<file path="src/shared/fsg_pkg.sv">
package fsg_pkg;

   // ********************************************************
   // Register offsets
   // ********************************************************
   localparam logic [7:0] ADDR_SYNC_CONTROL  = 8'h18;
   localparam logic [7:0] ADDR_HIGH_UPPER    = 8'h19;
   localparam logic [7:0] ADDR_HIGH_LOWER    = 8'h1A;
   localparam logic [7:0] ADDR_LOW_UPPER     = 8'h1B;
   localparam logic [7:0] ADDR_LOW_LOWER     = 8'h1C;
   localparam logic [7:0] ADDR_PORT_SELECT   = 8'h4C;
   localparam logic [7:0] ADDR_RATE_SELECT   = 8'h58;
   localparam logic [7:0] ADDR_ROUTING_0     = 8'h6E;

   // ********************************************************
   // Field positions and codes
   // ********************************************************
   localparam int         CTL_GEN_EN_BIT     = 0;
   localparam int         CTL_DUTY_BIT       = 1;
   localparam int         CTL_INIT_BIT       = 2;
   localparam int         CTL_SRC_LSB        = 4;
   localparam int         PSEL_READ_BIT      = 4;
   localparam logic [3:0] SRC_TICK_PORT1     = 4'h1;
   localparam logic [3:0] SRC_EXT_FIRST      = 4'h8;
   localparam logic [3:0] SRC_EXT_LAST       = 4'hE;
   localparam logic [2:0] RATE_50M           = 3'h6;
   localparam logic [3:0] ROUTE_DRIVE_HIGH   = 4'h1;
   localparam logic [3:0] ROUTE_FRAME_SYNC   = 4'hA;

   // ********************************************************
   // Values after reset
   // ********************************************************
   localparam logic [7:0] CTL_RESET          = 8'h00;
   localparam logic [7:0] PERIOD_BYTE_RESET  = 8'h00;
   localparam logic [7:0] PSEL_RESET         = 8'h01;
   localparam logic [2:0] RATE_RESET         = 3'h0;
   localparam logic [7:0] ROUTE_RESET        = 8'h00;

   // ********************************************************
   // Sizes and timing
   // ********************************************************
   localparam int         NUM_PORTS          = 2;
   localparam int         NUM_GPIO           = 7;
   localparam int         GP_BITS            = 2;
   localparam int         CLK_PERIOD_NS      = 10;
   localparam int         FRAME_BITS         = 30;
   localparam int         BIT_NS_50M         = 20;
   localparam int         BIT_NS_2M5         = 400;
   localparam int         FRAME_CYC_50M      = FRAME_BITS * BIT_NS_50M / CLK_PERIOD_NS;
   localparam int         FRAME_CYC_2M5      = FRAME_BITS * BIT_NS_2M5 / CLK_PERIOD_NS;
   localparam int         TICK_CNT_W         = 11;

   typedef enum logic [1:0] {
      GEN_OFF,
      GEN_HIGH,
      GEN_LOW
   } fsg_phase_type;

endpackage : fsg_pkg
</file>
<file path="src/hdl/fsg_frame_sync.sv">
`timescale 1ns/100ps
module fsg_frame_sync (
   // Clock and reset
   input  wire logic                          clk,
   input  wire logic                          sys_rst,
   // Register access from the control interface
   input  wire logic [7:0]                    reg_addr,
   input  wire logic [7:0]                    reg_wdata,
   input  wire logic                          reg_wr,
   input  wire logic                          reg_rd,
   output logic      [7:0]                    reg_rdata,
   // External general-purpose pins
   input  wire logic [fsg_pkg::NUM_GPIO-1:0]  gpio_in,
   // Back-channel general-purpose bits
   output logic      [fsg_pkg::GP_BITS-1:0]   bc_gp_port0,
   output logic      [fsg_pkg::GP_BITS-1:0]   bc_gp_port1
);

   // ********************************************************
   // Common registers
   // ********************************************************
   logic [7:0]                   sync_control_r;
   logic [7:0]                   high_upper_r;
   logic [7:0]                   high_lower_r;
   logic [7:0]                   low_upper_r;
   logic [7:0]                   low_lower_r;
   logic [7:0]                   port_select_r;
   logic [7:0]                   rdata_r;
   logic [7:0]                   rdata_nxt;

   logic                         wr_ctl;
   logic                         wr_hu;
   logic                         wr_hl;
   logic                         wr_lu;
   logic                         wr_ll;
   logic                         wr_psel;
   logic                         wr_rate;
   logic                         wr_route;

   assign wr_ctl   = reg_wr && (reg_addr == fsg_pkg::ADDR_SYNC_CONTROL);
   assign wr_hu    = reg_wr && (reg_addr == fsg_pkg::ADDR_HIGH_UPPER);
   assign wr_hl    = reg_wr && (reg_addr == fsg_pkg::ADDR_HIGH_LOWER);
   assign wr_lu    = reg_wr && (reg_addr == fsg_pkg::ADDR_LOW_UPPER);
   assign wr_ll    = reg_wr && (reg_addr == fsg_pkg::ADDR_LOW_LOWER);
   assign wr_psel  = reg_wr && (reg_addr == fsg_pkg::ADDR_PORT_SELECT);
   assign wr_rate  = reg_wr && (reg_addr == fsg_pkg::ADDR_RATE_SELECT);
   assign wr_route = reg_wr && (reg_addr == fsg_pkg::ADDR_ROUTING_0);

   always_ff @(posedge clk) begin
      if (sys_rst) begin
         sync_control_r <= fsg_pkg::CTL_RESET;
         high_upper_r   <= fsg_pkg::PERIOD_BYTE_RESET;
         high_lower_r   <= fsg_pkg::PERIOD_BYTE_RESET;
         low_upper_r    <= fsg_pkg::PERIOD_BYTE_RESET;
         low_lower_r    <= fsg_pkg::PERIOD_BYTE_RESET;
         port_select_r  <= fsg_pkg::PSEL_RESET;
      end else begin
         if (wr_ctl) begin
            sync_control_r <= reg_wdata;
         end
         if (wr_hu) begin
            high_upper_r <= reg_wdata;
         end
         if (wr_hl) begin
            high_lower_r <= reg_wdata;
         end
         if (wr_lu) begin
            low_upper_r <= reg_wdata;
         end
         if (wr_ll) begin
            low_lower_r <= reg_wdata;
         end
         if (wr_psel) begin
            port_select_r <= reg_wdata;
         end
      end
   end

   // ********************************************************
   // Control fields
   // ********************************************************
   logic        gen_enable;
   logic        duty_mode_select;
   logic        initial_level;
   logic [3:0]  sync_source_select;
   logic [15:0] high_period_count;
   logic [15:0] low_period_count;

   assign gen_enable         = sync_control_r[fsg_pkg::CTL_GEN_EN_BIT];
   assign duty_mode_select   = sync_control_r[fsg_pkg::CTL_DUTY_BIT];
   assign initial_level      = sync_control_r[fsg_pkg::CTL_INIT_BIT];
   assign sync_source_select = sync_control_r[fsg_pkg::CTL_SRC_LSB +: 4];
   assign high_period_count  = {high_upper_r, high_lower_r};
   assign low_period_count   = {low_upper_r, low_lower_r};

   // ********************************************************
   // Per-port rate, routing, tick and back-channel bits
   // ********************************************************
   logic [2:0]                       rate_sel_r [fsg_pkg::NUM_PORTS];
   logic [7:0]                       routing_r  [fsg_pkg::NUM_PORTS];
   logic [fsg_pkg::NUM_PORTS-1:0]    port_tick;
   logic [fsg_pkg::GP_BITS-1:0]      bc_gp_r    [fsg_pkg::NUM_PORTS];
   logic                             frame_sync_a_r;

   genvar p;
   genvar b;
   generate
      for (p = 0; p < fsg_pkg::NUM_PORTS; p++) begin : g_port
         always_ff @(posedge clk) begin
            if (sys_rst) begin
               rate_sel_r[p] <= fsg_pkg::RATE_RESET;
               routing_r[p]  <= fsg_pkg::ROUTE_RESET;
            end else begin
               if (wr_rate && port_select_r[p]) begin
                  rate_sel_r[p] <= reg_wdata[2:0];
               end
               if (wr_route && port_select_r[p]) begin
                  routing_r[p] <= reg_wdata;
               end
            end
         end

         fsg_tick_gen u_tick (
            .clk      (clk),
            .sys_rst  (sys_rst),
            .rate_sel (rate_sel_r[p]),
            .tick     (port_tick[p])
         );

         for (b = 0; b < fsg_pkg::GP_BITS; b++) begin : g_bit
            logic [3:0] route_code;
            logic       bit_value;
            assign route_code = routing_r[p][4*b +: 4];
            assign bit_value  = (route_code == fsg_pkg::ROUTE_FRAME_SYNC) ? frame_sync_a_r :
                                (route_code == fsg_pkg::ROUTE_DRIVE_HIGH);
            // Bits change only at a frame boundary, as the back channel sends them
            always_ff @(posedge clk) begin
               if (sys_rst) begin
                  bc_gp_r[p][b] <= 1'b0;
               end else if (port_tick[p]) begin
                  bc_gp_r[p][b] <= bit_value;
               end
            end
         end
      end
   endgenerate

   assign bc_gp_port0 = bc_gp_r[0];
   assign bc_gp_port1 = bc_gp_r[1];

   // ********************************************************
   // Internal generator
   // ********************************************************
   fsg_pkg::fsg_phase_type phase_r;
   fsg_pkg::fsg_phase_type phase_nxt;
   logic [15:0]            phase_cnt_r;
   logic [15:0]            phase_cnt_nxt;
   logic [15:0]            phase_limit;
   logic                   gen_tick;
   logic                   gen_level;

   // Only the port 1 code moves the tick off port 0
   assign gen_tick    = (sync_source_select == fsg_pkg::SRC_TICK_PORT1) ?
                        port_tick[1] : port_tick[0];
   // In 50/50 mode both phases use the high count
   assign phase_limit = (duty_mode_select || (phase_r == fsg_pkg::GEN_HIGH)) ?
                        high_period_count : low_period_count;
   assign gen_level   = (phase_r == fsg_pkg::GEN_OFF) ? initial_level :
                        (phase_r == fsg_pkg::GEN_HIGH);

   always_comb begin
      phase_nxt     = phase_r;
      phase_cnt_nxt = phase_cnt_r;
      if (!gen_enable) begin
         phase_nxt     = fsg_pkg::GEN_OFF;
         phase_cnt_nxt = '0;
      end else begin
         unique case (phase_r)
            fsg_pkg::GEN_OFF: begin
               phase_nxt     = initial_level ? fsg_pkg::GEN_HIGH : fsg_pkg::GEN_LOW;
               phase_cnt_nxt = '0;
            end
            fsg_pkg::GEN_HIGH, fsg_pkg::GEN_LOW: begin
               if (gen_tick) begin
                  if (phase_cnt_r >= phase_limit) begin
                     phase_nxt     = (phase_r == fsg_pkg::GEN_HIGH) ?
                                     fsg_pkg::GEN_LOW : fsg_pkg::GEN_HIGH;
                     phase_cnt_nxt = '0;
                  end else begin
                     phase_cnt_nxt = phase_cnt_r + 16'h0001;
                  end
               end
            end
            default: begin
               phase_nxt     = fsg_pkg::GEN_OFF;
               phase_cnt_nxt = '0;
            end
         endcase
      end
   end

   always_ff @(posedge clk) begin
      if (sys_rst) begin
         phase_r     <= fsg_pkg::GEN_OFF;
         phase_cnt_r <= '0;
      end else begin
         phase_r     <= phase_nxt;
         phase_cnt_r <= phase_cnt_nxt;
      end
   end

   // ********************************************************
   // Source selection
   // ********************************************************
   logic ext_valid;
   logic ext_level;
   logic sync_nxt;

   assign ext_valid = (sync_source_select >= fsg_pkg::SRC_EXT_FIRST) &&
                      (sync_source_select <= fsg_pkg::SRC_EXT_LAST);
   assign ext_level = ext_valid && gpio_in[sync_source_select[2:0]];
   // Generator wins when enabled; with no pin chosen its idle level shows
   assign sync_nxt  = (gen_enable || !ext_valid) ? gen_level : ext_level;

   always_ff @(posedge clk) begin
      if (sys_rst) begin
         frame_sync_a_r <= 1'b0;
      end else begin
         frame_sync_a_r <= sync_nxt;
      end
   end

   // ********************************************************
   // Read back
   // ********************************************************
   logic       rd_port;

   assign rd_port   = port_select_r[fsg_pkg::PSEL_READ_BIT];
   assign rdata_nxt =
      (reg_addr == fsg_pkg::ADDR_SYNC_CONTROL) ? sync_control_r :
      (reg_addr == fsg_pkg::ADDR_HIGH_UPPER)   ? high_upper_r   :
      (reg_addr == fsg_pkg::ADDR_HIGH_LOWER)   ? high_lower_r   :
      (reg_addr == fsg_pkg::ADDR_LOW_UPPER)    ? low_upper_r    :
      (reg_addr == fsg_pkg::ADDR_LOW_LOWER)    ? low_lower_r    :
      (reg_addr == fsg_pkg::ADDR_PORT_SELECT)  ? port_select_r  :
      (reg_addr == fsg_pkg::ADDR_RATE_SELECT)  ? {5'h00, rate_sel_r[rd_port]} :
      (reg_addr == fsg_pkg::ADDR_ROUTING_0)    ? routing_r[rd_port] :
      8'h00;

   always_ff @(posedge clk) begin
      if (sys_rst) begin
         rdata_r <= 8'h00;
      end else if (reg_rd) begin
         rdata_r <= rdata_nxt;
      end
   end

   assign reg_rdata = rdata_r;

endmodule : fsg_frame_sync

</file>
<file path="src/hdl/fsg_tick_gen.sv">
`timescale 1ns/100ps
module fsg_tick_gen (
   // Clock and reset
   input  wire logic       clk,
   input  wire logic       sys_rst,
   // Back-channel rate
   input  wire logic [2:0] rate_sel,
   // One pulse per back-channel frame
   output logic            tick
);

   logic [fsg_pkg::TICK_CNT_W-1:0] cnt_r;
   logic [fsg_pkg::TICK_CNT_W-1:0] cnt_nxt;
   logic [fsg_pkg::TICK_CNT_W-1:0] last_cnt;
   logic                           tick_r;
   logic                           at_last;

   // Rates other than the fast code fall back to the slowest frame
   assign last_cnt = (rate_sel == fsg_pkg::RATE_50M) ?
                     fsg_pkg::TICK_CNT_W'(fsg_pkg::FRAME_CYC_50M - 1) :
                     fsg_pkg::TICK_CNT_W'(fsg_pkg::FRAME_CYC_2M5 - 1);
   assign at_last  = (cnt_r >= last_cnt);
   assign cnt_nxt  = at_last ? '0 : cnt_r + 1'b1;
   assign tick     = tick_r;

   always_ff @(posedge clk) begin
      if (sys_rst) begin
         cnt_r  <= '0;
         tick_r <= 1'b0;
      end else begin
         cnt_r  <= cnt_nxt;
         tick_r <= at_last;
      end
   end

endmodule : fsg_tick_gen

</file>
<file path="config.mk">
export PLATFORM = sky130hd
export DESIGN_NAME = fsg_frame_sync
export DESIGN_NICKNAME = d
export VERILOG_FILES = /design/src/shared/fsg_pkg.sv /design/src/hdl/fsg_frame_sync.sv /design/src/hdl/fsg_tick_gen.sv
export SDC_FILE = /design/constraint.sdc
export NUM_CORES = 1
export LEC_CHECK = 0
export BUFFER_PORTS_ARGS = -buffer_cell sky130_fd_sc_hd__buf_2
export CORE_ASPECT_RATIO = 2
export CORE_MARGIN = 2
export CORE_UTILIZATION = 64
export DETAILED_ROUTE_END_ITERATION = 6
export PLACE_DENSITY = 0.83
export SLEW_MARGIN = 10
export SYNTH_ARGS = -nofsm -noshare
export SYNTH_HDL_FRONTEND = slang
export SYNTH_SLANG_ARGS = --single-unit
</file>
<file path="constraint.sdc">
create_clock -name clk -period 9.55 [get_ports clk]
set_clock_uncertainty 0.15 [all_clocks]
set_input_delay 0.4775 -clock clk [delete_from_list [all_inputs] [get_ports clk]]
set_output_delay 0.4775 -clock clk [all_outputs]
set_load 0.01 [all_outputs]
</file>
# == Word level (Yosys, flattened, before mapping) ==
# Memory sizes are Yosys's and may differ from the RTL's. A register that Yosys moved wholly into a read port is not among the register bits.
# Index checks and enable logic that the tools add are counted.
# W data, S select, Z words.
# op_classes
muxes,58
order_cmp,6
div,0
n_mul,0
add_sub_neg,3
eq_ne,23
n_bitwise,10
n_reduce_logical,24
shifts,0
# op_table
operator,n
$mux W8,10
$eq A8 B5 Y1 const B,5
$mux W1,36
$mux W16,2
$eq A8 B7 Y1 const B,3
$add A11 B1 Y11 const B,2
$ge A11 B11 Y1,2
$mux W11,2
$eq A4 B1 Y1 const B,5
$add A16 B1 Y16 const B,1
$eq A4 B4 Y1 const B,4
$ge A16 B16 Y1,1
$logic_and A1 B1 Y1,14
$mux W2,4
$or A1 B1 Y1,8
$reduce_or A2 Y1,4
$eq A3 B3 Y1 const B,2
$mux W3,2
$ge A4 B4 Y1 const B,1
$le A4 B4 Y1 const B,1
$lt A3 B4 Y1 const B,1
$ne A2 B2 Y1 const B,2
$pmux W2 S2,1
$bmux W1 S3,1
8 further kinds,10
# word_totals
wordCells,141
ramBits,26
reg_bits,99
output_inout_bits,12
input_bits,27
romBits,0
latchBits,0
n_memories,3
# memory_table
name,depth,word_bits,rd,rd_ports_with_merged_regs,wr,line,source
routing_r,2,8,3,1,2,fsg_frame_sync.sv:100,logic [7:0] routing_r [fsg_pkg::NUM_PORTS];
rate_sel_r,2,3,3,1,2,fsg_frame_sync.sv:99,logic [2:0] rate_sel_r [fsg_pkg::NUM_PORTS];
bc_gp_r,2,2,2,0,2,fsg_frame_sync.sv:102,logic [fsg_pkg::GP_BITS-1:0] bc_gp_r [fsg_pkg::NUM_PORTS];

# == Depth between registers and ports, before layout ==
# Gate-level depths: netlist of the first run.
# depth
word_depth,9
mapped_depth,14
depth_no_buf,12

# == Cells and area by module ==
# A second synthesis of the first run with hierarchy kept.
# hier_totals
hier_cells,714
hier_area_um2,6745.2
# modules_own_cells
module,n_inst,cells_per_inst,seq_area_each_um2,area_per_inst_um2
fsg_frame_sync,1,572,2302.2,5461.5
fsg_tick_gen,2,71,240.2,641.9

# == Worst setup path before layout of the first run ==
# No wires, ideal clock.
# synth_path
path_type,register to register
startpoint,register phase_r[1]
endpoint,register phase_cnt_r[12]
stages_incl_launch_ff,14
period_less_slack_ns,3.416
setup_time_ns,0.070
n_path_buf,2
slack_ns,6.134
required_ns,9.330
arrival_time_ns,3.196
path_cell_list,dfxtp_1 > inv_1 > ha_1 > nor2_1 > clkbuf_1 > mux2i_1 > ha_1 > a21oi_1 > o221ai_1 > a211oi_1 > o21bai_1 > a21o_2 > buf_6 > a21oi_1
# synth_via
elab_chain_cells,5
word_cells_on_any_way,9
classes_between,order compare (1); eq/ne (2); mux (2); bitwise (1); reduce/logical (3)
# synth_rtl
element,line,source
from (decl),fsg_frame_sync.sv:154,fsg_pkg::fsg_phase_type phase_r;
from (signal assigned),fsg_frame_sync.sv:204,phase_r <= fsg_pkg::GEN_OFF;
from (signal assigned),fsg_frame_sync.sv:207,phase_r <= phase_nxt;
$eq A2 B1 Y1,"fsg_frame_sync.sv:166, fsg_frame_sync.sv:178",
$logic_or A1 B1 Y1,fsg_frame_sync.sv:166,assign phase_limit = (duty_mode_select || (phase_r == fsg_pkg::GEN_HIGH)) ?
$mux W16,fsg_frame_sync.sv:166,
$ge A16 B16 Y1,fsg_frame_sync.sv:185,if (phase_cnt_r >= phase_limit) begin
$mux W16,fsg_frame_sync.sv:185,
to (signal assigned),fsg_frame_sync.sv:208,phase_cnt_r <= phase_cnt_nxt;
to (decl),fsg_frame_sync.sv:156,logic [15:0] phase_cnt_r;
# Several ways; a longest one is shown, not always the timed one.
# A chain may end at the register's enable or synchronous reset.

# == Worst setup path in the final report of the first run ==
# layout_path
startpoint,register phase_r[1]
endpoint,register phase_cnt_r[0]
# The elaborated chain is that of the path after synthesis.

==> impl_metrics.xml, run 1 <==
<?xml version="1.0" encoding="UTF-8"?>
<metrics>
  <group name="detailed_routing">
    <metric name="routed_wire_length_per_instance" unit="um">20.54</metric>
    <metric name="detailedRoute.firstIterationViolations" unit="">483</metric>
    <metric name="routed_via_density" unit="">6.311</metric>
    <metric name="drc_viols" unit="">0</metric>
    <metric name="firstDrtPassIters" unit="">5</metric>
    <metric name="total_routed_length" unit="mm">18.67</metric>
    <metric name="ant_nets" unit="">0</metric>
    <metric name="detailroute.via_count" unit="">5737</metric>
  </group>
  <group name="clock_network">
    <metric name="cts.path.max_buffers" unit="">2</metric>
    <metric name="cts_tree" unit="">done</metric>
    <metric name="clock_insertion_delay_at_the_later_pin_of_the_skew_report" unit="ps">430</metric>
    <metric name="cts.htree.levels" unit="">4</metric>
    <metric name="cts_inserted_buffers" unit="">17</metric>
    <metric name="master_cell_of_the_clock_root_buffer" unit="">clkbuf_16</metric>
    <metric name="number_of_hold_repair_buffers_added_at_the_cts_stage" unit="">0</metric>
    <metric name="post_cts.repair.setup_buffers" unit="">0</metric>
    <metric name="cts_repair_resize_count" unit="">0</metric>
    <metric name="clk_transition_reported_paths" unit="ps">60</metric>
    <metric name="clock_sinks" unit="">126</metric>
  </group>
  <group name="floorplan">
    <metric name="num_rows" unit="">53</metric>
    <metric name="die_ar" unit="mm^2">0.01147</metric>
    <metric name="die_wd" unit="um">76.73</metric>
    <metric name="floorplan.die.height" unit="um">149.5</metric>
    <metric name="coreArea" unit="mm^2">0.01041</metric>
    <metric name="effective_utilization_at_floorplan" unit="">0.6503</metric>
    <metric name="number_of_ports_placed_on_the_die_boundary" unit="">39</metric>
  </group>
  <group name="power">
    <metric name="max-vdd-ir-drop" unit="mV">0.1476</metric>
    <metric name="totalPowerFinal" unit="mW">1.300</metric>
    <metric name="p_leak" unit="nW">3.212</metric>
    <metric name="power_density" unit="mW/mm^2">170.3</metric>
  </group>
  <group name="global_routing">
    <metric name="grt_remaining_overflow" unit="">0</metric>
    <metric name="global_route_wire_length_before_repair" unit="mm">28.97</metric>
    <metric name="first_global_vias" unit="">5886</metric>
    <metric name="grt_antenna_before_repair" unit="">0</metric>
    <metric name="grt_use_total" unit="">0.3305</metric>
    <metric name="grt_max_degree" unit="">75</metric>
  </group>
  <group name="timing">
    <metric name="finalSetupViolations" unit="">0</metric>
    <metric name="timing_worst_slew_pin_value" unit="ps">861.8</metric>
    <metric name="grt_setup_unrepaired" unit="">no</metric>
    <metric name="timing.final.crit_share" unit="">0.3344</metric>
    <metric name="final_max_slew_viols" unit="">0</metric>
    <metric name="maxSlewHeadroom" unit="">0.4233</metric>
    <metric name="hold_viol_final" unit="">0</metric>
    <metric name="setup-tns-final" unit="ps">0</metric>
    <metric name="period_needed" unit="ps">3194</metric>
    <metric name="fmaxAchievable" unit="GHz">0.3131</metric>
  </group>
  <group name="flow_run">
    <metric name="drv_cap" unit="">0</metric>
  </group>
  <group name="synthesis">
    <metric name="synthesis.area_per_instance" unit="um^2">9.236</metric>
    <metric name="postSynth.asyncResetShare" unit="">0</metric>
    <metric name="syn-num-nets" unit="">789</metric>
    <metric name="synth_instances" unit="">733</metric>
    <metric name="synthesis.yosys.warnings" unit="">0</metric>
    <metric name="yosysUniqueCellTypes" unit="">71</metric>
    <metric name="synth_seq_area_share" unit="">0.4110</metric>
    <metric name="mappedNetlistArea" unit="mm^2">0.006770</metric>
    <metric name="number_of_flip_flops_and_latches_in_the_synthesized_netlist" unit="">126</metric>
    <metric name="synthFlopType" unit="">dfxtp_1</metric>
    <metric name="synth_edf_count" unit="">26</metric>
  </group>
  <group name="placement">
    <metric name="dpl-instance-area" unit="mm^2">0.006999</metric>
    <metric name="port_buffers" unit="">38</metric>
    <metric name="dpl.hpwl" unit="mm">13.49</metric>
    <metric name="gp_congestion" unit="">0.9390</metric>
  </group>
  <group name="worst_hold_path">
    <metric name="whs_path_depth" unit="">3</metric>
    <metric name="worstHoldStart" unit="">reg_wdata[3]</metric>
    <metric name="whs_endpoint" unit="">low_lower_r[3]$_SDFFE_PP0P_</metric>
    <metric name="hold_path_class" unit="">primary input to register</metric>
  </group>
  <group name="status">
    <metric name="outcome" unit="">completed</metric>
  </group>
  <group name="final_layout">
    <metric name="layout.cells.most_common_list" unit="">nor2_1, dfxtp_1, mux2i_1, nand2_1, a21oi_1</metric>
    <metric name="syn2layout_area_growth" unit="%">12.79</metric>
    <metric name="fillCellCount" unit="">757</metric>
    <metric name="antennaDiodeCount" unit="">0</metric>
    <metric name="design.final.nets" unit="">815</metric>
    <metric name="finalCoreUtilization" unit="">0.7334</metric>
    <metric name="final_cell_area" unit="mm^2">0.007636</metric>
    <metric name="final_common_cell" unit="">nor2_1</metric>
    <metric name="share_of_cells_above_drive_strength_1" unit="">0.1308</metric>
  </group>
  <group name="worst_setup_path">
    <metric name="critPathArrivalTime" unit="ps">3390</metric>
    <metric name="endpoint_kind" unit="">register</metric>
    <metric name="path_class" unit="">register to register</metric>
    <metric name="timing.reg2reg.worst_path_depth" unit="">12</metric>
    <metric name="critical_path.startpoint_type" unit="">register</metric>
    <metric name="worstReg2RegStart" unit="">phase_r[1]$_SDFFE_PP0P_</metric>
    <metric name="worstPathMaxFanout" unit="">17</metric>
    <metric name="critical_path.reg2reg.endpoint" unit="">phase_cnt_r[0]$_SDFFE_PP0P_</metric>
    <metric name="cp_data_required_time" unit="ps">9750</metric>
    <metric name="ff2ff_setup_slack" unit="ps">6360</metric>
  </group>
</metrics>
-- power breakdown --
group	total (mW)	leakage, nW	switching [mW]	internal, mW
sequential	0.558	1.08	0.00759	0.550
clock	0.683	0.301	0.246	0.437
combinational	0.0593	1.83	0.0388	0.0205
-- cell usage after synthesis, types with 13 or more instances --
master | instances | share of area
nor2_1 | 101 | 0.056
dfxtp_1 | 100 | 0.30
mux2i_1 | 69 | 0.10
nand2_1 | 45 | 0.025
a21oi_1 | 41 | 0.030
ha_1 | 29 | 0.054
clkbuf_1 | 26 | 0.014
edfxtp_1 | 26 | 0.12
nand3_1 | 25 | 0.018
and2_1 | 23 | 0.021
inv_1 | 21 | 0.012
xor2_1 | 20 | 0.026
nand2b_1 | 17 | 0.016
nand4_1 | 16 | 0.015
o21ai_0 | 13 | 0.0096
-- logic make-up (layout without fill, tap and decap cells) --
group | Yosys count | in the layout | share of synthesized area
DFF | 126 | 126 | 0.4110
and+or+nand+nor | 295 | 295 | 0.2279
muxes | 78 | 78 | 0.1198
AOI/OAI and AO/OA | 125 | 125 | 0.1209
xor gates and xnor gates | 25 | 25 | 0.03234
adders and majority gates | 29 | 29 | 0.05359
buffers and inverters | 55 | 94 | 0.03456
-- worst max path at each step --
stage,slack (ps),startpoint,endpoint,cells past startpoint
2_1_floorplan,6130,phase_r[1]$_SDFFE_PP0P_,phase_cnt_r[12]$_SDFFE_PP0P_,13
3_3_place_gp,6550,phase_r[1]$_SDFFE_PP0P_,phase_cnt_r[7]$_SDFFE_PP0P_,12
3_5_place_dp,6390,phase_r[1]$_SDFFE_PP0P_,phase_cnt_r[0]$_SDFFE_PP0P_,12
4_1_cts,6380,phase_r[1]$_SDFFE_PP0P_,phase_cnt_r[0]$_SDFFE_PP0P_,12
5_1_grt,6010,phase_r[1]$_SDFFE_PP0P_,phase_cnt_r[9]$_SDFFE_PP0P_,12
6_report,6360,phase_r[1]$_SDFFE_PP0P_,phase_cnt_r[0]$_SDFFE_PP0P_,12
-- worst max-delay path: stages, from the launching register on --
cell,delay (ps)
dfxtp_1,360
inv_1,100
ha_1,210
nor2_1,90
buf_4,280
mux2i_1,260
ha_1,290
a21oi_1,160
o21ai_0,140
a211oi_1,320
o21bai_1,250
or3_1,360
a21oi_1,140
-- registers in the layout, indices dropped and copies added (netlist names), 6 cells and up, named ones only --
register / cells
rate_sel_r: 6
sync_control_r: 8
high_lower_r: 8
port_select_r: 8
high_upper_r: 8
g_port.u_tick.cnt_r: 22
low_lower_r: 8
phase_cnt_r: 16
routing_r: 16
low_upper_r: 8
reg_rdata: 8
-- area by class of cell --
type                       instances  area [um^2]  area share
multi-input combinational        552         3754      0.4916
sequential                       126         2783      0.3644
clock buffer                      21        514.2     0.06734
timing repair buffer              41        212.7     0.02786
tap                              137        171.4     0.02245
clock inverter                    11        122.6     0.01606
inverter                          21        78.83     0.01032
-- per-stage QoR --
| stage | cells | hold slack (ps) | setup slack, ps |
|---|---|---|---|
| floorplan | 733 | 287.6 | 6134 |
| global placement | 877 | 300.4 | 6550 |
| detailed placement | 877 | 319.8 | 6387 |
| CTS | 909 | 276.6 | 6377 |
| global route | 909 | 291.4 | 6015 |
| finish | 909 | 280.1 | 6356 |
-- layer usage --
metal  global-route usage  share of wire
met1               0.2973           0.33
met5                    0              0
met3              0.05730          0.044
met4               0.2945          0.091
met2               0.6158           0.54
No activity file was read; power rests on OpenSTA's default activity.
==> inputs of run 2 (changes only) <==
ABC_AREA = 1   (was unset)
CORE_UTILIZATION = 55   (was 64)
PLACE_DENSITY = 0.76   (was 0.83)
clock period = 2.7 ns   (was 9.55 ns; I/O delays follow)
==> impl_metrics.xml, run 2 <==
<?xml version="1.0" encoding="UTF-8"?>
<metrics>
  <group name="synthesis">
    <metric name="synth_most_common_cell" unit="">nand2_1</metric>
    <metric name="synth_edf_count" unit="">26</metric>
    <metric name="synthesis.area_per_instance" unit="um^2">7.373</metric>
    <metric name="synth_instances" unit="">917</metric>
    <metric name="mappedNetlistArea" unit="mm^2">0.006761</metric>
    <metric name="largest_cells_by_area_after_synthesis" unit="">dfxtp_1, edfxtp_1, nand2_1</metric>
    <metric name="synthesis.yosys.warnings" unit="">0</metric>
    <metric name="syn-num-nets" unit="">973</metric>
    <metric name="yosysUniqueCellTypes" unit="">46</metric>
    <metric name="yosysTopAreaCellShare" unit="">0.2961</metric>
    <metric name="number_of_flip_flops_and_latches_in_the_synthesized_netlist" unit="">126</metric>
    <metric name="postSynth.asyncResetShare" unit="">0</metric>
    <metric name="commonest_cells_in_the_netlist" unit="">nand2_1, inv_1, nor2_1, dfxtp_1, a21oi_1</metric>
    <metric name="synth_seq_area_share" unit="">0.4115</metric>
    <metric name="synth.largest_area_cell" unit="">dfxtp_1</metric>
    <metric name="synthFlopType" unit="">dfxtp_1</metric>
  </group>
  <group name="global_routing">
    <metric name="grt_max_degree" unit="">56</metric>
    <metric name="grt_antenna_before_repair" unit="">0</metric>
    <metric name="grt_use_total" unit="">0.2860</metric>
    <metric name="global_route_wire_length_before_repair" unit="mm">28.63</metric>
    <metric name="first_global_vias" unit="">6225</metric>
    <metric name="grt_remaining_overflow" unit="">0</metric>
  </group>
  <group name="timing">
    <metric name="period_needed" unit="ps">2703</metric>
    <metric name="timing.final.crit_share" unit="">1.001</metric>
    <metric name="hold_viol_final" unit="">0</metric>
    <metric name="maxSlewHeadroom" unit="">0.6314</metric>
    <metric name="worst_slack" unit="ps">-2.812</metric>
    <metric name="fmaxAchievable" unit="GHz">0.3700</metric>
    <metric name="final_max_slew_viols" unit="">0</metric>
    <metric name="finalSetupViolations" unit="">3</metric>
    <metric name="timing_worst_slew_pin_value" unit="ps">550.8</metric>
  </group>
  <group name="detailed_routing">
    <metric name="ant_nets" unit="">0</metric>
    <metric name="total_routed_length" unit="mm">18.53</metric>
    <metric name="routed_via_density" unit="">5.612</metric>
    <metric name="detailedRoute.firstIterationViolations" unit="">614</metric>
    <metric name="drc_viols" unit="">4</metric>
    <metric name="firstDrtPassIters" unit="">7</metric>
    <metric name="detailroute.via_count" unit="">6387</metric>
    <metric name="routed_wire_length_per_instance" unit="um">16.28</metric>
  </group>
  <group name="final_layout">
    <metric name="final_cell_area" unit="mm^2">0.008099</metric>
    <metric name="syn2layout_area_growth" unit="%">19.78</metric>
    <metric name="share_of_cells_above_drive_strength_1" unit="">0.1604</metric>
    <metric name="layout.cells.most_common_list" unit="">nand2_1, inv_1, dfxtp_1, nor2_1, a21oi_1</metric>
    <metric name="design.final.nets" unit="">1034</metric>
    <metric name="reg.largest.list" unit="">g_port.u_tick.cnt_r x22, phase_cnt_r x16, routing_r x16</metric>
    <metric name="antennaDiodeCount" unit="">0</metric>
    <metric name="largest-register" unit="">g_port.u_tick.cnt_r</metric>
    <metric name="fillCellCount" unit="">1037</metric>
    <metric name="largest_register_ffs" unit="">22</metric>
    <metric name="final_common_cell" unit="">nand2_1</metric>
  </group>
  <group name="placement">
    <metric name="dpl-instance-area" unit="mm^2">0.007127</metric>
    <metric name="gp_congestion" unit="">0.9433</metric>
    <metric name="detailedPlace.worstSlack" unit="ps">1.699</metric>
    <metric name="dpl.hpwl" unit="mm">13.36</metric>
    <metric name="port_buffers" unit="">38</metric>
  </group>
  <group name="floorplan">
    <metric name="effective_utilization_at_floorplan" unit="">0.5610</metric>
    <metric name="number_of_ports_placed_on_the_die_boundary" unit="">39</metric>
    <metric name="coreArea" unit="mm^2">0.01205</metric>
    <metric name="die_ar" unit="mm^2">0.01325</metric>
    <metric name="die_wd" unit="um">82.40</metric>
    <metric name="num_rows" unit="">57</metric>
    <metric name="floorplan.die.height" unit="um">160.8</metric>
  </group>
  <group name="worst_setup_path">
    <metric name="critPathSlowestCell" unit="">dfxtp_2</metric>
    <metric name="cp_data_required_time" unit="ps">2910</metric>
    <metric name="crit_chain" unit="">inv_2 -&gt; ha_4 -&gt; nor2_4 -&gt; clkbuf_16 -&gt; nand2_1 -&gt; o21ai_1 -&gt; ha_1 -&gt; nand2_2 -&gt; inv_2 -&gt; nand2_2 -&gt; nand2_1 -&gt; a21oi_2 -&gt; nand3_2 -&gt; nand2_2 -&gt; nand3_4 -&gt; buf_6 -&gt; nor2_1</metric>
    <metric name="worst_path_largest_cell_delay" unit="ps">340</metric>
    <metric name="critPathArrivalTime" unit="ps">2920</metric>
    <metric name="critical_path.startpoint_type" unit="">register</metric>
    <metric name="timing.reg2reg.worst_path_depth" unit="">17</metric>
    <metric name="path_common_cell" unit="">nand2_2</metric>
    <metric name="path_class" unit="">register to register</metric>
    <metric name="endpoint_kind" unit="">register</metric>
    <metric name="worstPathMaxFanout" unit="">8</metric>
  </group>
  <group name="worst_hold_path">
    <metric name="hold_path_class" unit="">primary input to register</metric>
    <metric name="whs_path_depth" unit="">5</metric>
  </group>
  <group name="status">
    <metric name="outcome" unit="">finished with violations</metric>
    <metric name="violations" unit="">DRC, setup timing</metric>
  </group>
  <group name="clock_network">
    <metric name="clock_insertion_delay_at_the_later_pin_of_the_skew_report" unit="ps">420</metric>
    <metric name="master_cell_of_the_clock_root_buffer" unit="">clkbuf_16</metric>
    <metric name="cts_inserted_buffers" unit="">17</metric>
    <metric name="clk_transition_reported_paths" unit="ps">60</metric>
    <metric name="clock_sinks" unit="">126</metric>
    <metric name="cts.htree.levels" unit="">4</metric>
    <metric name="cts_tree" unit="">done</metric>
    <metric name="cts.path.max_buffers" unit="">2</metric>
  </group>
  <group name="power">
    <metric name="max-vdd-ir-drop" unit="mV">0.5067</metric>
    <metric name="power_frac_comb" unit="">0.047</metric>
    <metric name="power_density" unit="mW/mm^2">571.1</metric>
    <metric name="p_leak" unit="nW">3.312</metric>
    <metric name="total_switching_power" unit="mW">1.035</metric>
    <metric name="internal-power" unit="mW">3.590</metric>
    <metric name="power.share.switching" unit="">0.2237</metric>
    <metric name="share_clk_of_total_power" unit="">0.530</metric>
    <metric name="power_frac_seq" unit="">0.423</metric>
  </group>
  <group name="flow_run">
    <metric name="drv_cap" unit="">0</metric>
  </group>
</metrics>
-- run 2: kinds of logic after synthesis --
logic type,Yosys count,share of synthesized area
xor+xnor,16,0.02073
fa+ha+maj,29,0.05366
compound gates,181,0.1503
flops,126,0.4115
simple gates,418,0.2776
buf+inv,147,0.08623
-- run 2: layout make-up --
type / count / area [um^2] / share of cell area
multi-input combinational: 644 / 3511 / 0.4335
sequential: 126 / 2784 / 0.3437
clock buffer: 22 / 528.0 / 0.06519
timing repair buffer: 67 / 513.0 / 0.06334
inverter: 122 / 459.2 / 0.05670
tap: 147 / 183.9 / 0.02271
clock inverter: 10 / 120.1 / 0.01483
-- run 2: per-stage QoR --
stage                       util  hold slack (ps)  setup TNS, ps  power (mW)  instances
after global placement    0.5913            281.5              0       2.190       1089
final                     0.6720            27.62         -4.288       4.625       1138
after CTS                 0.6556            21.30              0       4.641       1133
after global routing      0.6720            67.49          -1635       4.735       1138
after detailed placement  0.5913            287.2              0       2.195       1089
after floorplan                -            143.4              0       2.111        917
-- run 2: repair_timing --
item,CTS,global route
hold endpoints to repair,43,0
cloned,0,4
setup endpoints to repair,13,16
pin swaps,1,20
setup buffers,0,1
hold buffers,12,0
resized for setup,2,43
-- run 2: path summary, 6_finish.rpt --
check                                       start                                    to  slack, ps
max reg2reg               phase_r[1]$_SDFFE_PP0P_          phase_cnt_r[13]$_SDFFE_PP0P_         -3
max                       phase_r[1]$_SDFFE_PP0P_          phase_cnt_r[13]$_SDFFE_PP0P_         -3
min reg2reg  g_port[1].u_tick.cnt_r[0]$_SDFF_PP0_  g_port[1].u_tick.cnt_r[0]$_SDFF_PP0_        290
min                                    gpio_in[5]             frame_sync_a_r$_SDFF_PP0_         30
-- run 2: routing by layer --
layer / vias to the layer above / GRT usage / wire (um)
li1: 3177 / - / -
met1: 2941 / 0.2492 / 6010
met2: 177 / 0.5337 / 10330
met3: 92 / 0.05618 / 595
met4: 0 / 0.2129 / 1594
met5: - / 0 / 0
-- run 2: power groups by stage --
stage | registers [mW] | clock network [mW] | logic [mW]
after detailed placement | 2.00 | 0 | 0.198
after CTS | 1.96 | 2.47 | 0.211
after global placement | 2.00 | 0 | 0.194
after floorplan | 1.99 | 0 | 0.117
final | 1.96 | 2.45 | 0.215
after global routing | 1.96 | 2.54 | 0.237
-- run 2: critical path: cells and delay by family (launching register included) --
kind,cells,cell delay (ps)
AOI/OAI and AO/OA,2,340
and+or+nand+nor,9,910
adders and majority gates,2,420
buffers and inverters,4,460
DFF,1,340
==> inputs of run 3 (changes only) <==
ABC_AREA = unset   (was 1)
==> impl_metrics.xml, run 3 (synthesis gave the netlist of run 1 again) <==
<?xml version="1.0" encoding="UTF-8"?>
<metrics>
  <group name="status">
    <metric name="outcome" unit="">finished with violations</metric>
    <metric name="violations" unit="">setup timing</metric>
  </group>
  <group name="final_layout">
    <metric name="final_cell_area" unit="mm^2">0.008001</metric>
    <metric name="finalCoreUtilization" unit="">0.6639</metric>
    <metric name="syn2layout_area_growth" unit="%">18.19</metric>
    <metric name="share_of_cells_above_drive_strength_1" unit="">0.1863</metric>
    <metric name="largest-register" unit="">g_port.u_tick.cnt_r</metric>
    <metric name="final_cells" unit="">952</metric>
    <metric name="layout.cells.most_common_list" unit="">nor2_1, dfxtp_1, mux2i_1, nand2_1, buf_2</metric>
    <metric name="antennaDiodeCount" unit="">0</metric>
    <metric name="largest_register_ffs" unit="">22</metric>
    <metric name="reg.largest.list" unit="">g_port.u_tick.cnt_r x22, phase_cnt_r x16, routing_r x16</metric>
    <metric name="design.final.nets" unit="">848</metric>
    <metric name="fillCellCount" unit="">948</metric>
    <metric name="final_common_cell" unit="">nor2_1</metric>
  </group>
  <group name="clock_network">
    <metric name="clk_transition_reported_paths" unit="ps">60</metric>
    <metric name="cts.htree.levels" unit="">4</metric>
    <metric name="cts.path.max_buffers" unit="">2</metric>
    <metric name="cts_tree" unit="">done</metric>
    <metric name="cts_inserted_buffers" unit="">17</metric>
    <metric name="clock_insertion_delay_at_the_later_pin_of_the_skew_report" unit="ps">420</metric>
    <metric name="master_cell_of_the_clock_root_buffer" unit="">clkbuf_16</metric>
    <metric name="clock_sinks" unit="">126</metric>
  </group>
  <group name="global_routing">
    <metric name="global_route_wire_length_before_repair" unit="mm">27.88</metric>
    <metric name="grt_antenna_before_repair" unit="">0</metric>
    <metric name="grt_use_total" unit="">0.2809</metric>
    <metric name="grt_remaining_overflow" unit="">0</metric>
    <metric name="grt_max_degree" unit="">74</metric>
    <metric name="first_global_vias" unit="">5787</metric>
  </group>
  <group name="detailed_routing">
    <metric name="total_routed_length" unit="mm">18.16</metric>
    <metric name="routed_wire_length_per_instance" unit="um">19.07</metric>
    <metric name="detailedRoute.firstIterationViolations" unit="">351</metric>
    <metric name="firstDrtPassIters" unit="">6</metric>
    <metric name="routed_via_density" unit="">6.071</metric>
    <metric name="drc_viols" unit="">0</metric>
    <metric name="ant_nets" unit="">0</metric>
    <metric name="detailroute.via_count" unit="">5780</metric>
  </group>
  <group name="timing">
    <metric name="final_max_slew_viols" unit="">0</metric>
    <metric name="hold_viol_final" unit="">0</metric>
    <metric name="worst_slack" unit="ps">-153.1</metric>
    <metric name="hold-worst-slack" unit="ps">17.44</metric>
    <metric name="finalSetupViolations" unit="">15</metric>
    <metric name="period_needed" unit="ps">2853</metric>
    <metric name="setup-tns-final" unit="ps">-712.5</metric>
    <metric name="timing.final.crit_share" unit="">1.057</metric>
    <metric name="timing_worst_slew_pin_value" unit="ps">737.1</metric>
    <metric name="maxSlewHeadroom" unit="">0.4945</metric>
    <metric name="fmaxAchievable" unit="GHz">0.3505</metric>
    <metric name="grt_setup_unrepaired" unit="">yes</metric>
  </group>
  <group name="worst_setup_path">
    <metric name="worstPathMaxFanout" unit="">12</metric>
    <metric name="endpoint_kind" unit="">register</metric>
    <metric name="critPathArrivalTime" unit="ps">3010</metric>
    <metric name="critical_path.startpoint_type" unit="">register</metric>
    <metric name="cp_data_required_time" unit="ps">2850</metric>
    <metric name="path_class" unit="">register to register</metric>
    <metric name="worstReg2RegStart" unit="">phase_r[1]$_SDFFE_PP0P_</metric>
    <metric name="timing.reg2reg.worst_path_depth" unit="">12</metric>
    <metric name="critical_path.reg2reg.endpoint" unit="">phase_r[1]$_SDFFE_PP0P_</metric>
    <metric name="ff2ff_setup_slack" unit="ps">-150</metric>
  </group>
  <group name="floorplan">
    <metric name="die_wd" unit="um">82.45</metric>
    <metric name="die_ar" unit="mm^2">0.01327</metric>
    <metric name="number_of_ports_placed_on_the_die_boundary" unit="">39</metric>
    <metric name="num_rows" unit="">57</metric>
    <metric name="effective_utilization_at_floorplan" unit="">0.5617</metric>
    <metric name="floorplan.die.height" unit="um">160.9</metric>
    <metric name="coreArea" unit="mm^2">0.01205</metric>
  </group>
  <group name="power">
    <metric name="p_leak" unit="nW">3.365</metric>
    <metric name="max-vdd-ir-drop" unit="mV">0.5547</metric>
    <metric name="power_density" unit="mW/mm^2">549.4</metric>
    <metric name="totalPowerFinal" unit="mW">4.396</metric>
  </group>
  <group name="placement">
    <metric name="dpl-instance-area" unit="mm^2">0.007201</metric>
    <metric name="gp_congestion" unit="">0.9799</metric>
    <metric name="placed_cells_incl_taps" unit="">906</metric>
    <metric name="detailedPlace.worstSlack" unit="ps">-199.9</metric>
    <metric name="port_buffers" unit="">38</metric>
    <metric name="dpl.hpwl" unit="mm">13.41</metric>
  </group>
  <group name="worst_hold_path">
    <metric name="worstHoldStart" unit="">reg_rd</metric>
    <metric name="whs_endpoint" unit="">reg_rdata[7]$_SDFFE_PP0P_</metric>
    <metric name="hold_path_class" unit="">primary input to register</metric>
    <metric name="whs_path_depth" unit="">3</metric>
  </group>
  <group name="flow_run">
    <metric name="drv_cap" unit="">0</metric>
  </group>
</metrics>
run 3: what timing repair did:
| item | in CTS | in global routing |
|---|---|---|
| hold buffers | 9 | 0 |
| pin swaps | 2 | 7 |
| endpoints found under the setup margin | 17 | 17 |
| gates resized for setup | 4 | 20 |
| hold endpoints to repair | 27 | 0 |
| setup buffers | 1 | 4 |
run 3: worst max path at each step:
stage | end | slack, ps | depth (start not counted) | startpoint
6_report | phase_r[1]$_SDFFE_PP0P_ | -150 | 12 | phase_r[1]$_SDFFE_PP0P_
3_3_place_gp | phase_r[1]$_SDFFE_PP0P_ | -5 | 12 | phase_r[1]$_SDFFE_PP0P_
2_1_floorplan | phase_r[1]$_SDFFE_PP0P_ | -40 | 12 | phase_r[1]$_SDFFE_PP0P_
5_1_grt | phase_r[1]$_SDFFE_PP0P_ | -220 | 12 | phase_r[1]$_SDFFE_PP0P_
3_5_place_dp | phase_r[1]$_SDFFE_PP0P_ | -200 | 12 | phase_r[1]$_SDFFE_PP0P_
4_1_cts | phase_cnt_r[0]$_SDFFE_PP0P_ | -50 | 13 | phase_r[1]$_SDFFE_PP0P_
run 3: area by class of cell:
type,count,area [um^2],area share
sequential,126,2784,0.3479
inverter,21,78.83,0.009851
clock buffer,20,467.9,0.05848
multi-input combinational,552,3877,0.4846
clock inverter,12,110.1,0.01376
timing repair buffer,74,499.2,0.06239
tap,147,183.9,0.02299
run 3: power by group:
| group | leakage [nW] | total, mW | internal [mW] | switching (mW) |
|---|---|---|---|---|
| clock | 0.282 | 2.20 | 1.35 | 0.854 |
| sequential | 1.08 | 1.97 | 1.95 | 0.0231 |
| combinational | 2.01 | 0.225 | 0.0856 | 0.139 |
run 3: per-layer routing:
layer / GRT usage / share of wire / vias to the layer above
met4: 0.2008 / 0.074 / 0
met2: 0.5092 / 0.54 / 199
met1: 0.2581 / 0.34 / 2754
met3: 0.06348 / 0.045 / 69
li1: - / - / 2758
met5: 0 / 0 / -
run 3: worst max-delay path, cell delays in order (launching register included):
cell and delay [ps]:
dfxtp_2 330, inv_2 50, ha_4 160, nor2_4 120, buf_12 150, mux2i_1 190
ha_1 270, a21oi_1 250, o21ai_0 200, a2111oi_2 400, a21oi_2 150, o211a_1 140
o21a_1 170
